<file path="config.mk">
export PLATFORM = sky130hd
export DESIGN_NAME = sres_top
export DESIGN_NICKNAME = d
export VERILOG_FILES = /design/src/core/sres_pkg.sv /design/src/core/sres_rx_check.sv /design/src/core/sres_irq.sv /design/src/core/sres_top.sv
export SDC_FILE = /design/constraint.sdc
export NUM_CORES = 1
export LEC_CHECK = 0
export BUFFER_PORTS_ARGS = -buffer_cell sky130_fd_sc_hd__buf_2
export CORE_MARGIN = 2
export CORE_UTILIZATION = 38
export DETAILED_ROUTE_END_ITERATION = 8
export SYNTH_ARGS = -nofsm -noshare
export SYNTH_HDL_FRONTEND = slang
export SYNTH_SLANG_ARGS = --single-unit
export TNS_END_PERCENT = 100
</file>
<file path="constraint.sdc">
create_clock -name i_clk -period 3.6 [get_ports i_clk]
set_input_delay 0.18 -clock i_clk [delete_from_list [all_inputs] [get_ports i_clk]]
set_output_delay 0.18 -clock i_clk [all_outputs]
set_load 0.02 [all_outputs]
</file>
<file path="src/core/sres_pkg.sv">
// Shared constants and carrier types for the serial receive-error status block
package sres_pkg;
    // ========================================================================
    // Clock and register map
    // ========================================================================
    localparam int unsigned CLK_HZ     = 40_000_000; // Peripheral clock rate
    localparam int unsigned ADDR_W     = 8;          // Byte address width
    localparam logic [7:0]  OFS_STATUS = 8'h00;      // Serial status
    localparam logic [7:0]  OFS_CTRL   = 8'h04;      // Control / format
    localparam logic [7:0]  OFS_RXDATA = 8'h08;      // Receive data (read)
    localparam logic [7:0]  OFS_TXDATA = 8'h0c;      // Transmit data (write)
    localparam logic [7:0]  OFS_IRQ_ST = 8'h10;      // Sticky event status (read)
    localparam logic [7:0]  OFS_IRQ_CL = 8'h14;      // Event clear (write 1)
    localparam logic [7:0]  OFS_IRQ_EN = 8'h18;      // Event enable

    // ========================================================================
    // Serial status fields
    // ========================================================================
    localparam int unsigned BIT_TXE    = 7;          // Transmit empty flag
    localparam int unsigned BIT_RXF    = 6;          // Receive full flag
    localparam int unsigned BIT_OVR    = 5;          // Overrun flag
    localparam int unsigned BIT_FRM    = 4;          // Framing error flag
    localparam int unsigned BIT_PAR    = 3;          // Parity error flag
    localparam int unsigned BIT_TRANSMIT_END_FLAG   = 2;          // Transmit end flag
    localparam logic [7:0]  STATUS_RST = 8'h84;      // Reset / standby value
    localparam logic [7:0]  CLR_MASK   = 8'hf8;      // Bits software may clear

    // ========================================================================
    // Control fields
    // ========================================================================
    localparam int unsigned CTL_W      = 6;
    localparam int unsigned CTL_RE     = 0;          // Receive enable
    localparam int unsigned CTL_TE     = 1;          // Transmit enable
    localparam int unsigned CTL_SYNC   = 2;          // 1: clocked synchronous
    localparam int unsigned CTL_PEN    = 3;          // Parity present
    localparam int unsigned CTL_ODD    = 4;          // 1: odd parity
    localparam int unsigned CTL_STOP2  = 5;          // Two stop bits
    localparam logic [5:0]  CTL_RST    = 6'h00;

    // ========================================================================
    // Interrupt event fields
    // ========================================================================
    localparam int unsigned IRQ_W      = 5;
    localparam int unsigned IRQ_RXF    = 0;
    localparam int unsigned IRQ_OVR    = 1;
    localparam int unsigned IRQ_FRM    = 2;
    localparam int unsigned IRQ_PAR    = 3;
    localparam int unsigned IRQ_TRANSMIT_END_FLAG   = 4;

    // Received character as it leaves the shift-register datapath
    typedef struct packed {
        logic [7:0] data;    // Data bits
        logic       parity;  // Sampled parity bit
        logic       stop1;   // First stop bit
        logic       stop2;   // Second stop bit (never checked)
    } sres_rx_char_s;

    // Error verdict for one character
    typedef struct packed {
        logic frm;
        logic par;
    } sres_rx_err_s;
endpackage

</file>
<file path="src/core/sres_rx_check.sv">
// Stop-bit and parity check of one completed receive character
`timescale 1ns/1ps
`default_nettype none
module sres_rx_check
    import sres_pkg::*;
(
    input  wire logic          i_clk,
    input  wire logic          i_rst_n,
    input  wire logic          i_done,   // Character complete (pulse)
    input  wire sres_rx_char_s i_char,   // Character fields
    input  wire logic          i_sync,   // Synchronous mode
    input  wire logic          i_pen,    // Parity enabled
    input  wire logic          i_odd,    // Odd parity selected
    output sres_rx_err_s       o_err     // Verdict, combinational
);
    // ========================================================================
    // Parity helper
    // ========================================================================
    // Xor of all ones in data and parity bit
    function automatic logic ones_odd(input logic [7:0] d, input logic p);
        ones_odd = (^d) ^ p;
    endfunction

    wire logic odd_ones = ones_odd(i_char.data, i_char.parity);

    // Errors exist only in asynchronous mode
    // Only the first stop bit counts; stop2 is ignored
    assign o_err.frm = ~i_sync & ~i_char.stop1;
    // Even parity wants an even count of ones, odd wants odd
    assign o_err.par = ~i_sync & i_pen & (odd_ones != i_odd);

    // ========================================================================
    // Checks
    // ========================================================================
    AST_SYNC_NO_ERR: assert property (@(posedge i_clk) disable iff (!i_rst_n)
        i_done && i_sync |-> !o_err.frm && !o_err.par)
        else $error("error reported in synchronous mode");
    AST_FRM_STOP: assert property (@(posedge i_clk) disable iff (!i_rst_n)
        i_done && !i_sync && i_char.stop1 |-> !o_err.frm)
        else $error("framing error with good first stop bit");
endmodule
`default_nettype wire

</file>
<file path="src/core/sres_irq.sv">
// Sticky event status, enable mask and level interrupt
`timescale 1ns/1ps
`default_nettype none
module sres_irq #(
    parameter int unsigned W = 5
) (
    input  wire logic         i_clk,
    input  wire logic         i_rst_n,
    input  wire logic [W-1:0] i_event,    // Event pulses
    input  wire logic         i_clr_wr,   // Clear register written
    input  wire logic         i_en_wr,    // Enable register written
    input  wire logic [W-1:0] i_wdata,    // Write data
    output logic      [W-1:0] o_status,   // Sticky bits
    output logic      [W-1:0] o_enable,   // Enable mask
    output logic              o_irq       // Level interrupt
);
    logic [W-1:0] status_reg;
    logic [W-1:0] enable_reg;
    // Set wins over a clear in the same cycle so no event is lost
    wire logic [W-1:0] status_next =
        (status_reg & ~(i_clr_wr ? i_wdata : '0)) | i_event;

    // Sticky status and mask
    always_ff @(posedge i_clk or negedge i_rst_n) begin
        if (!i_rst_n) begin
            status_reg <= '0;
            enable_reg <= '0;
        end else begin
            status_reg <= status_next;
            if (i_en_wr) begin
                enable_reg <= i_wdata;
            end
        end
    end

    assign o_status = status_reg;
    assign o_enable = enable_reg;
    assign o_irq    = |(status_reg & enable_reg);

    // Every pulsed event bit must be held, even against a clear in the same cycle
    AST_IRQ_STICKY: assert property (@(posedge i_clk) disable iff (!i_rst_n)
        |i_event |=> (status_reg & $past(i_event)) == $past(i_event))
        else $error("event not captured");
    // The interrupt may only rise after an event or an enable write
    AST_IRQ_LEVEL: assert property (@(posedge i_clk) disable iff (!i_rst_n)
        $rose(o_irq) |-> $past(|i_event) || $past(i_en_wr))
        else $error("interrupt rose without cause");
endmodule
`default_nettype wire

</file>
<file path="src/core/sres_top.sv">
// Serial receive-error and transmit-end status block with APB registers
// Notes on behaviour
// - Receive disabled leaves error flags untouched
// - Errors clear on reset, standby, read-then-zero
// - Overrun when character ends with receive full
// - Overrun keeps old byte, drops new one
// - Errors halt receive; sync mode halts transmit
// - Framing and parity checked only asynchronously
// - Zero first stop bit sets framing error
// - Second stop bit never checked
// - Framing/parity error loads data, not full flag
// - Ones count mismatch with parity sets error
// - Transmit end: last bit sent, data empty
// - Transmit end flag is read-only
// - Only zero writes clear, after reading set
// - Eight-bit status, resets to 0x84
// - Transmit end set/cleared by listed events
//
// The APB slave port and the register addresses are this design's own decisions.
`timescale 1ns/1ps
`default_nettype none
module sres_top
    import sres_pkg::*;
(
    input  wire logic          i_clk,
    input  wire logic          i_rst_n,
    // APB slave
    input  wire logic          i_psel,
    input  wire logic          i_penable,
    input  wire logic          i_pwrite,
    input  wire logic [7:0]    i_paddr,
    input  wire logic [31:0]   i_pwdata,
    output logic               o_pready,
    output logic               o_pslverr,
    output logic      [31:0]   o_prdata,
    // Power state
    input  wire logic          i_standby,     // Standby entry (level)
    // Receive datapath
    input  wire logic          i_rx_done,     // Character complete (pulse)
    input  wire sres_rx_char_s i_rx_char,
    output logic               o_rx_halt,     // Reception must stop
    // Transmit datapath
    input  wire logic          i_tx_load,     // Transmit data taken (pulse)
    input  wire logic          i_tx_last_bit, // Last bit sent (pulse)
    output logic      [7:0]    o_tx_data,
    output logic               o_tx_valid,    // Transmit data waiting
    output logic               o_tx_halt,     // Transmission must stop
    // Interrupt
    output logic               o_irq
);
    // ========================================================================
    // APB decode
    // ========================================================================
    wire logic setup  = i_psel & ~i_penable;
    wire logic access = i_psel & i_penable;
    wire logic wr_acc = access & i_pwrite;
    wire logic rd_acc = access & ~i_pwrite;
    wire logic sel_st = i_paddr == OFS_STATUS;
    wire logic sel_ct = i_paddr == OFS_CTRL;
    wire logic sel_rx = i_paddr == OFS_RXDATA;
    wire logic sel_tx = i_paddr == OFS_TXDATA;
    wire logic sel_is = i_paddr == OFS_IRQ_ST;
    wire logic sel_ic = i_paddr == OFS_IRQ_CL;
    wire logic sel_ie = i_paddr == OFS_IRQ_EN;
    wire logic mapped = sel_st | sel_ct | sel_rx | sel_tx | sel_is | sel_ic | sel_ie;

    // ========================================================================
    // State
    // ========================================================================
    logic [7:0]       status_reg;  // Serial status
    logic [7:0]       status_next;
    logic [7:0]       armed_reg;   // Flags read while set
    logic [7:0]       armed_next;
    logic [CTL_W-1:0] ctrl_reg;    // Control / format
    logic [7:0]       rdr_reg;     // Receive data register
    logic [7:0]       tdr_reg;     // Transmit data register
    logic [31:0]      prdata_reg;  // Read data captured in setup
    logic [IRQ_W-1:0] irq_status;
    logic [IRQ_W-1:0] irq_enable;
    sres_rx_err_s     rx_err;

    wire logic re_on   = ctrl_reg[CTL_RE];
    wire logic te_on   = ctrl_reg[CTL_TE];
    wire logic sync_md = ctrl_reg[CTL_SYNC];
    wire logic any_err = status_reg[BIT_OVR] | status_reg[BIT_FRM] | status_reg[BIT_PAR];

    // ========================================================================
    // Character checker
    // ========================================================================
    sres_rx_check u_check (
        .i_clk   (i_clk),
        .i_rst_n (i_rst_n),
        .i_done  (i_rx_done),
        .i_char  (i_rx_char),
        .i_sync  (sync_md),
        .i_pen   (ctrl_reg[CTL_PEN]),
        .i_odd   (ctrl_reg[CTL_ODD]),
        .o_err   (rx_err)
    );

    // ========================================================================
    // Receive events
    // ========================================================================
    // Disabled or halted receiver ignores completions, flags hold
    wire logic rx_take = i_rx_done & re_on & ~any_err;
    // Overrun wins over a framing or parity verdict on the same character
    wire logic ev_ovr  = rx_take & status_reg[BIT_RXF];
    wire logic ev_bad  = rx_take & ~status_reg[BIT_RXF] & (rx_err.frm | rx_err.par);
    wire logic ev_good = rx_take & ~status_reg[BIT_RXF] & ~rx_err.frm & ~rx_err.par;
    // Data loads on good or bad characters, never on overrun
    wire logic rdr_ld  = ev_good | ev_bad;
    // Transmit end when last bit leaves and nothing is waiting
    wire logic ev_transmit_end_flag = i_tx_last_bit & status_reg[BIT_TXE];

    // ========================================================================
    // Software clears
    // ========================================================================
    // Zero bits of a status write clear only armed flags; ones do nothing
    wire logic [7:0] wclr  = (wr_acc & sel_st) ? (~i_pwdata[7:0] & armed_reg & CLR_MASK)
                                               : 8'h00;
    wire logic       rd_st = rd_acc & sel_st;
    wire logic       rd_rx = rd_acc & sel_rx;
    wire logic       wr_tx = wr_acc & sel_tx;

    // Next status: clears first, then sets so that a set wins over a clear; standby overrides both
    always_comb begin
        status_next = status_reg & ~wclr;
        // Reading the empty flag then clearing it also ends transmit end
        if (wclr[BIT_TXE]) begin
            status_next[BIT_TRANSMIT_END_FLAG] = 1'b0;
        end
        // Reading receive data empties the register
        if (rd_rx) begin
            status_next[BIT_RXF] = 1'b0;
        end
        // Writing transmit data makes it valid and ends transmit end
        if (wr_tx) begin
            status_next[BIT_TXE]  = 1'b0;
            status_next[BIT_TRANSMIT_END_FLAG] = 1'b0;
        end
        if (i_tx_load) begin
            status_next[BIT_TXE] = 1'b1;
        end
        // A disabled transmitter reports empty and ended
        if (!te_on) begin
            status_next[BIT_TXE]  = 1'b1;
            status_next[BIT_TRANSMIT_END_FLAG] = 1'b1;
        end
        if (ev_transmit_end_flag) begin
            status_next[BIT_TRANSMIT_END_FLAG] = 1'b1;
        end
        // All character verdicts land in this same cycle
        if (ev_good) begin
            status_next[BIT_RXF] = 1'b1;
        end
        if (ev_ovr) begin
            status_next[BIT_OVR] = 1'b1;
        end
        if (ev_bad && rx_err.frm) begin
            status_next[BIT_FRM] = 1'b1;
        end
        if (ev_bad && rx_err.par) begin
            status_next[BIT_PAR] = 1'b1;
        end
        // Standby puts the register back to its reset value
        if (i_standby) begin
            status_next = STATUS_RST;
        end
        status_next[1:0] = 2'b00;                         // Unused bits read zero
    end

    // Arming: a read of a set flag permits its later clear; any clear attempt,
    // or the flag dropping, disarms so a fresh set must be read again
    wire logic [7:0] rd_arm = rd_st ? (prdata_reg[7:0] & CLR_MASK) : 8'h00;
    assign armed_next = i_standby ? 8'h00 : ((armed_reg | rd_arm) & ~wclr & status_next);

    // ========================================================================
    // Registers
    // ========================================================================
    // Status and arming
    always_ff @(posedge i_clk or negedge i_rst_n) begin
        if (!i_rst_n) begin
            status_reg <= STATUS_RST;
            armed_reg  <= 8'h00;
        end else begin
            status_reg <= status_next;
            armed_reg  <= armed_next;
        end
    end

    // Control, written whole; transmit end has no write path
    always_ff @(posedge i_clk or negedge i_rst_n) begin
        if (!i_rst_n) begin
            ctrl_reg <= CTL_RST;
        end else if (wr_acc && sel_ct) begin
            ctrl_reg <= i_pwdata[CTL_W-1:0];
        end
    end

    // Data registers; overrun leaves the old byte in place
    always_ff @(posedge i_clk or negedge i_rst_n) begin
        if (!i_rst_n) begin
            rdr_reg <= 8'h00;
            tdr_reg <= 8'h00;
        end else begin
            if (rdr_ld) begin
                rdr_reg <= i_rx_char.data;
            end
            if (wr_tx) begin
                tdr_reg <= i_pwdata[7:0];
            end
        end
    end

    // ========================================================================
    // Read path: data captured in setup so the answer comes from a flop
    // ========================================================================
    logic [31:0] rd_mux;
    always_comb begin
        rd_mux = 32'h0000_0000;
        case (1'b1)
            sel_st:  rd_mux[7:0]       = status_reg;
            sel_ct:  rd_mux[CTL_W-1:0] = ctrl_reg;
            sel_rx:  rd_mux[7:0]       = rdr_reg;
            sel_is:  rd_mux[IRQ_W-1:0] = irq_status;
            sel_ie:  rd_mux[IRQ_W-1:0] = irq_enable;
            default: rd_mux            = 32'h0000_0000;  // Write-only or unmapped
        endcase
    end

    always_ff @(posedge i_clk or negedge i_rst_n) begin
        if (!i_rst_n) begin
            prdata_reg <= 32'h0000_0000;
        end else if (setup && !i_pwrite) begin
            prdata_reg <= rd_mux;
        end
    end

    // Zero wait states; unmapped addresses answer with an error
    assign o_pready  = 1'b1;
    assign o_pslverr = access & ~mapped;
    assign o_prdata  = prdata_reg;

    // ========================================================================
    // Datapath controls
    // ========================================================================
    // Halt reception on any error; sync mode also halts transmission
    assign o_rx_halt  = any_err | ~re_on;
    assign o_tx_halt  = (sync_md & any_err) | ~te_on;
    assign o_tx_data  = tdr_reg;
    assign o_tx_valid = ~status_reg[BIT_TXE];

    // ========================================================================
    // Interrupts
    // ========================================================================
    wire logic [IRQ_W-1:0] irq_ev = {ev_transmit_end_flag, ev_bad & rx_err.par,
                                     ev_bad & rx_err.frm, ev_ovr, ev_good};

    sres_irq #(.W(IRQ_W)) u_irq (
        .i_clk    (i_clk),
        .i_rst_n  (i_rst_n),
        .i_event  (irq_ev),
        .i_clr_wr (wr_acc & sel_ic),
        .i_en_wr  (wr_acc & sel_ie),
        .i_wdata  (i_pwdata[IRQ_W-1:0]),
        .o_status (irq_status),
        .o_enable (irq_enable),
        .o_irq    (o_irq)
    );

    // ========================================================================
    // Checks
    // ========================================================================
    AST_RE_OFF_HOLD: assert property (@(posedge i_clk) disable iff (!i_rst_n)
        !re_on && !i_standby && !(wr_acc && sel_st) |=>
        status_reg[5:3] == $past(status_reg[5:3]))
        else $error("error flags moved while receive disabled");
    AST_OVR_SET: assert property (@(posedge i_clk) disable iff (!i_rst_n)
        i_rx_done && re_on && !any_err && status_reg[BIT_RXF] && !i_standby
        |=> status_reg[BIT_OVR])
        else $error("overrun not flagged");
    AST_OVR_KEEP: assert property (@(posedge i_clk) disable iff (!i_rst_n)
        ev_ovr |=> rdr_reg == $past(rdr_reg))
        else $error("overrun replaced receive data");
    AST_HALT: assert property (@(posedge i_clk) disable iff (!i_rst_n)
        any_err |-> o_rx_halt && (o_tx_halt || !sync_md))
        else $error("datapath not halted on error");
    AST_BAD_LOAD: assert property (@(posedge i_clk) disable iff (!i_rst_n)
        ev_bad && !i_standby |=> rdr_reg == $past(i_rx_char.data) && !status_reg[BIT_RXF])
        else $error("bad character handling wrong");
    AST_WRITE_ONE: assert property (@(posedge i_clk) disable iff (!i_rst_n)
        wr_acc && sel_st && (i_pwdata[5:3] == 3'b111) && !i_standby && !rd_rx
        |=> status_reg[5:3] == ($past(status_reg[5:3]) | status_reg[5:3]) &&
            ($past(status_reg[5:3]) & ~status_reg[5:3]) == 3'b000)
        else $error("write of one cleared a flag");
    AST_UNARMED: assert property (@(posedge i_clk) disable iff (!i_rst_n)
        wr_acc && sel_st && !armed_reg[BIT_OVR] && status_reg[BIT_OVR] && !i_standby
        |=> status_reg[BIT_OVR])
        else $error("unread overrun flag cleared");
    AST_STANDBY: assert property (@(posedge i_clk) disable iff (!i_rst_n)
        i_standby |=> status_reg == STATUS_RST)
        else $error("standby value wrong");
    AST_TRANSMIT_END_FLAG: assert property (@(posedge i_clk) disable iff (!i_rst_n)
        ev_transmit_end_flag && !wr_tx && !i_standby ##1 !wclr[BIT_TXE] |-> status_reg[BIT_TRANSMIT_END_FLAG])
        else $error("transmit end not set");
    AST_TE_OFF: assert property (@(posedge i_clk) disable iff (!i_rst_n)
        !te_on |=> status_reg[BIT_TRANSMIT_END_FLAG] && status_reg[BIT_TXE])
        else $error("transmitter off without end flag");
endmodule
`default_nettype wire

</file>
==> impl_results.md <==
* Max Cap Violations at 0
* Final setup violation count at 0
* Post-synth top cells: nand2_1 (56), dfrtp_1 (49), buf_4 (25)
* N_diodes at 0
* Largest net degree at the start of global routing at between 50 and 60
* Die X at 90.27 um
* Synth unique cells at 58
* Yosys reg bits at 51
* Seq/Total Area, Yosys at between 40% and 50%
* Root Buffer: clkbuf_8
* EDFF count, synth at 0
* Die area at between 8000 and 9000 sq um
* Antenna-violating nets left at 0
* RSZ-0062 raised after global routing: no
* Final Max Slew Viols at 0
* Max clock buf depth at 2
* Cell Area, Synth at ~2800 sq um
* Detailed Route Iter0 Violations at 141
* Synth area leaders: dfrtp_1 (43%), nand2_1 (7.4%), buf_4 (6.6%)
* Initial Util at 39.20%
* Crit end category: flop
* DRC Markers at 0
* Yosys top cell by area: dfrtp_1
* Top_reg_cell synth: dfrtp_1
* Yosys warnings at 0
* F_max at 0.4498 GHz
* Global route overflow at 0
* Routed wire per std cell at 15.82 um
* Fin. Hold Viols at 0
* Peak VDD IR at ~0.18 mV
* Num ports at 106
* Via-to-Cell Ratio at approximately 5.1
* Cell Pwr Density at around 380 nW/um^2
* CP startpoint kind: input port
* Initial DRT Pass Iterations at 4
* First-pass GRT wire length at 11,260 um
* H-tree depth at 2
* WL final at 7024 um
* Syn avg cell area at 9.651 sq um
* Vert. Die Dim at 90.27 um
* Layout cell share with drive strength beyond 1 at 23.19%
* Row count at 31
* CTS tree: built
* Setup bufs post-CTS at 0
* Clk_skew at 0.01189 ns
* DP HPWL at 5294 um
* Synth-to-layout area growth at 14.11%
* CP arrival at 2.42 ns
* Number of port buffers at 55
* Clock-pin slew on the worst setup and hold paths at 0.09 ns
* Crit Path Class: input port to flop
* Final TNS setup at 0 ns
* Total Routing Usage GR at 17.40%
* Post-synthesis async set-or-reset flop share at 100.0%
* Crit-path max FO at 13
* Clk_lat worst skew at 0.31 ns
* Pre-CTS WS at 1.068 ns
* Core box area at slightly above 7000 sq um
* Num CTS Buffers at 5
* Clock sink count at 51
* Resized cells post-CTS at 0
* Yosys top cell area share at between 40% and 50%
* Worst slew pin tran at 0.8070 ns
* Worst setup margin at 1.377 ns
* CTS hold repair buffers at 1
* Rel. slew slack at about 46%
* Number of global-route vias before repair at 2,070
* Placer Congestion at 0.8658
* Period utilization at 61.75%
* Power, Total at 1.226 mW
* Crit path time final at roughly 2.2 ns
* Initial antenna violation count at 0
* Mapped Cells at 293
* Nets at 404
* Most common cell in the synthesized netlist: nand2_1
* Crit path required time at 3.80 ns
* Vias at 2,263
* Leak at 1.594 nW
* Run status: completed
* Worst Hold Class: input port to flop
[worst max-delay path, stage by stage]
cell    delay [ns]
buf_2         0.18
or4_4         0.61
or2_1         0.41
nor4_4        0.69
mux2_4        0.35
[power by group]
group          internal (mW)  switching (mW)
logic                 0.0511           0.100
registers              0.588          0.0123
clock network          0.278           0.196
[area by class of cell]
type / instances / area, sq um
inverter: 9 / 33.78
fill: 729 / 3988
timing repair buffer: 57 / 292.8
clock buffer: 6 / 72.57
clock inverter: 2 / 60.06
tap: 99 / 123.9
multi-input combinational: 220 / 1365
sequential: 51 / 1279
[cells in the final DEF, fill, tap and decap left out, drive strengths merged, types with 7 or more instances in the layout]
cell type | Yosys | routed
nand2 | 56 | 56
nand3 | 7 | 7
o21ai | 15 | 15
dfrtp | 49 | 49
a21oi | 13 | 13
inv | 9 | 9
buf | 30 | 56
xnor2 | 7 | 7
nor2 | 13 | 13
conb | 2 | 25
mux2 | 20 | 20
[cells by family (layout without fill, tap and decap cells)]
family	count (synthesis)	in the layout	synth area share [%]
flops	51	51	45.22
mux	23	23	9.690
simple gates	105	105	18.05
compound gates	59	59	14.25
other cells	2	25	0.2656
xor+xnor	8	8	2.965
buf+inv	45	74	9.557
[final timing paths]
check	end	slack (ns)	cells past startpoint	startpoint
worst max-delay path	ctrl_reg[3]$_DFFE_PN0P_	1.38	5	i_paddr[4]
worst min-delay path	rdr_reg[5]$_DFFE_PN0P_	0.08	3	i_rx_char[8]
worst max register to register	armed_reg[3]$_DFF_PN0_	1.39	4	status_reg[5]$_DFF_PN0_
worst min register to register	rdr_reg[0]$_DFFE_PN0P_	0.49	2	rdr_reg[0]$_DFFE_PN0P_
max in group asynchronous	u_irq.o_status[3]$_DFF_PN0_	2.66	3	i_rst_n
min in group asynchronous	o_tx_data[7]$_DFFE_PN0P_	0.52	3	i_rst_n
[metrics by stage]
| step | instance area (sq um) | utilization (%) | hold WS (ns) | cells |
|---|---|---|---|---|
| 2_1_floorplan | 2914 | - | -0.1156 | 316 |
| 3_3_place_gp | 3084 | 42.75 | 0.3354 | 435 |
| 3_5_place_dp | 3084 | 42.75 | 0.3338 | 435 |
| 4_1_cts | 3227 | 44.73 | 0.08017 | 444 |
| 5_1_grt | 3227 | 44.73 | 0.09197 | 444 |
| 6_report | 3227 | 44.73 | 0.08454 | 444 |
[per-layer routing]
| metal | wire [um] | up-vias | track usage (%) |
|---|---|---|---|
| met4 | 136 | 0 | 5.256 |
| met1 | 3190 | 1063 | 25.50 |
| met5 | 0 | - | 0 |
| met3 | 531 | 11 | 3.673 |
| met2 | 3165 | 101 | 25.88 |
| li1 | - | 1088 | - |
Note: power is estimated with default switching activity, not from simulation.
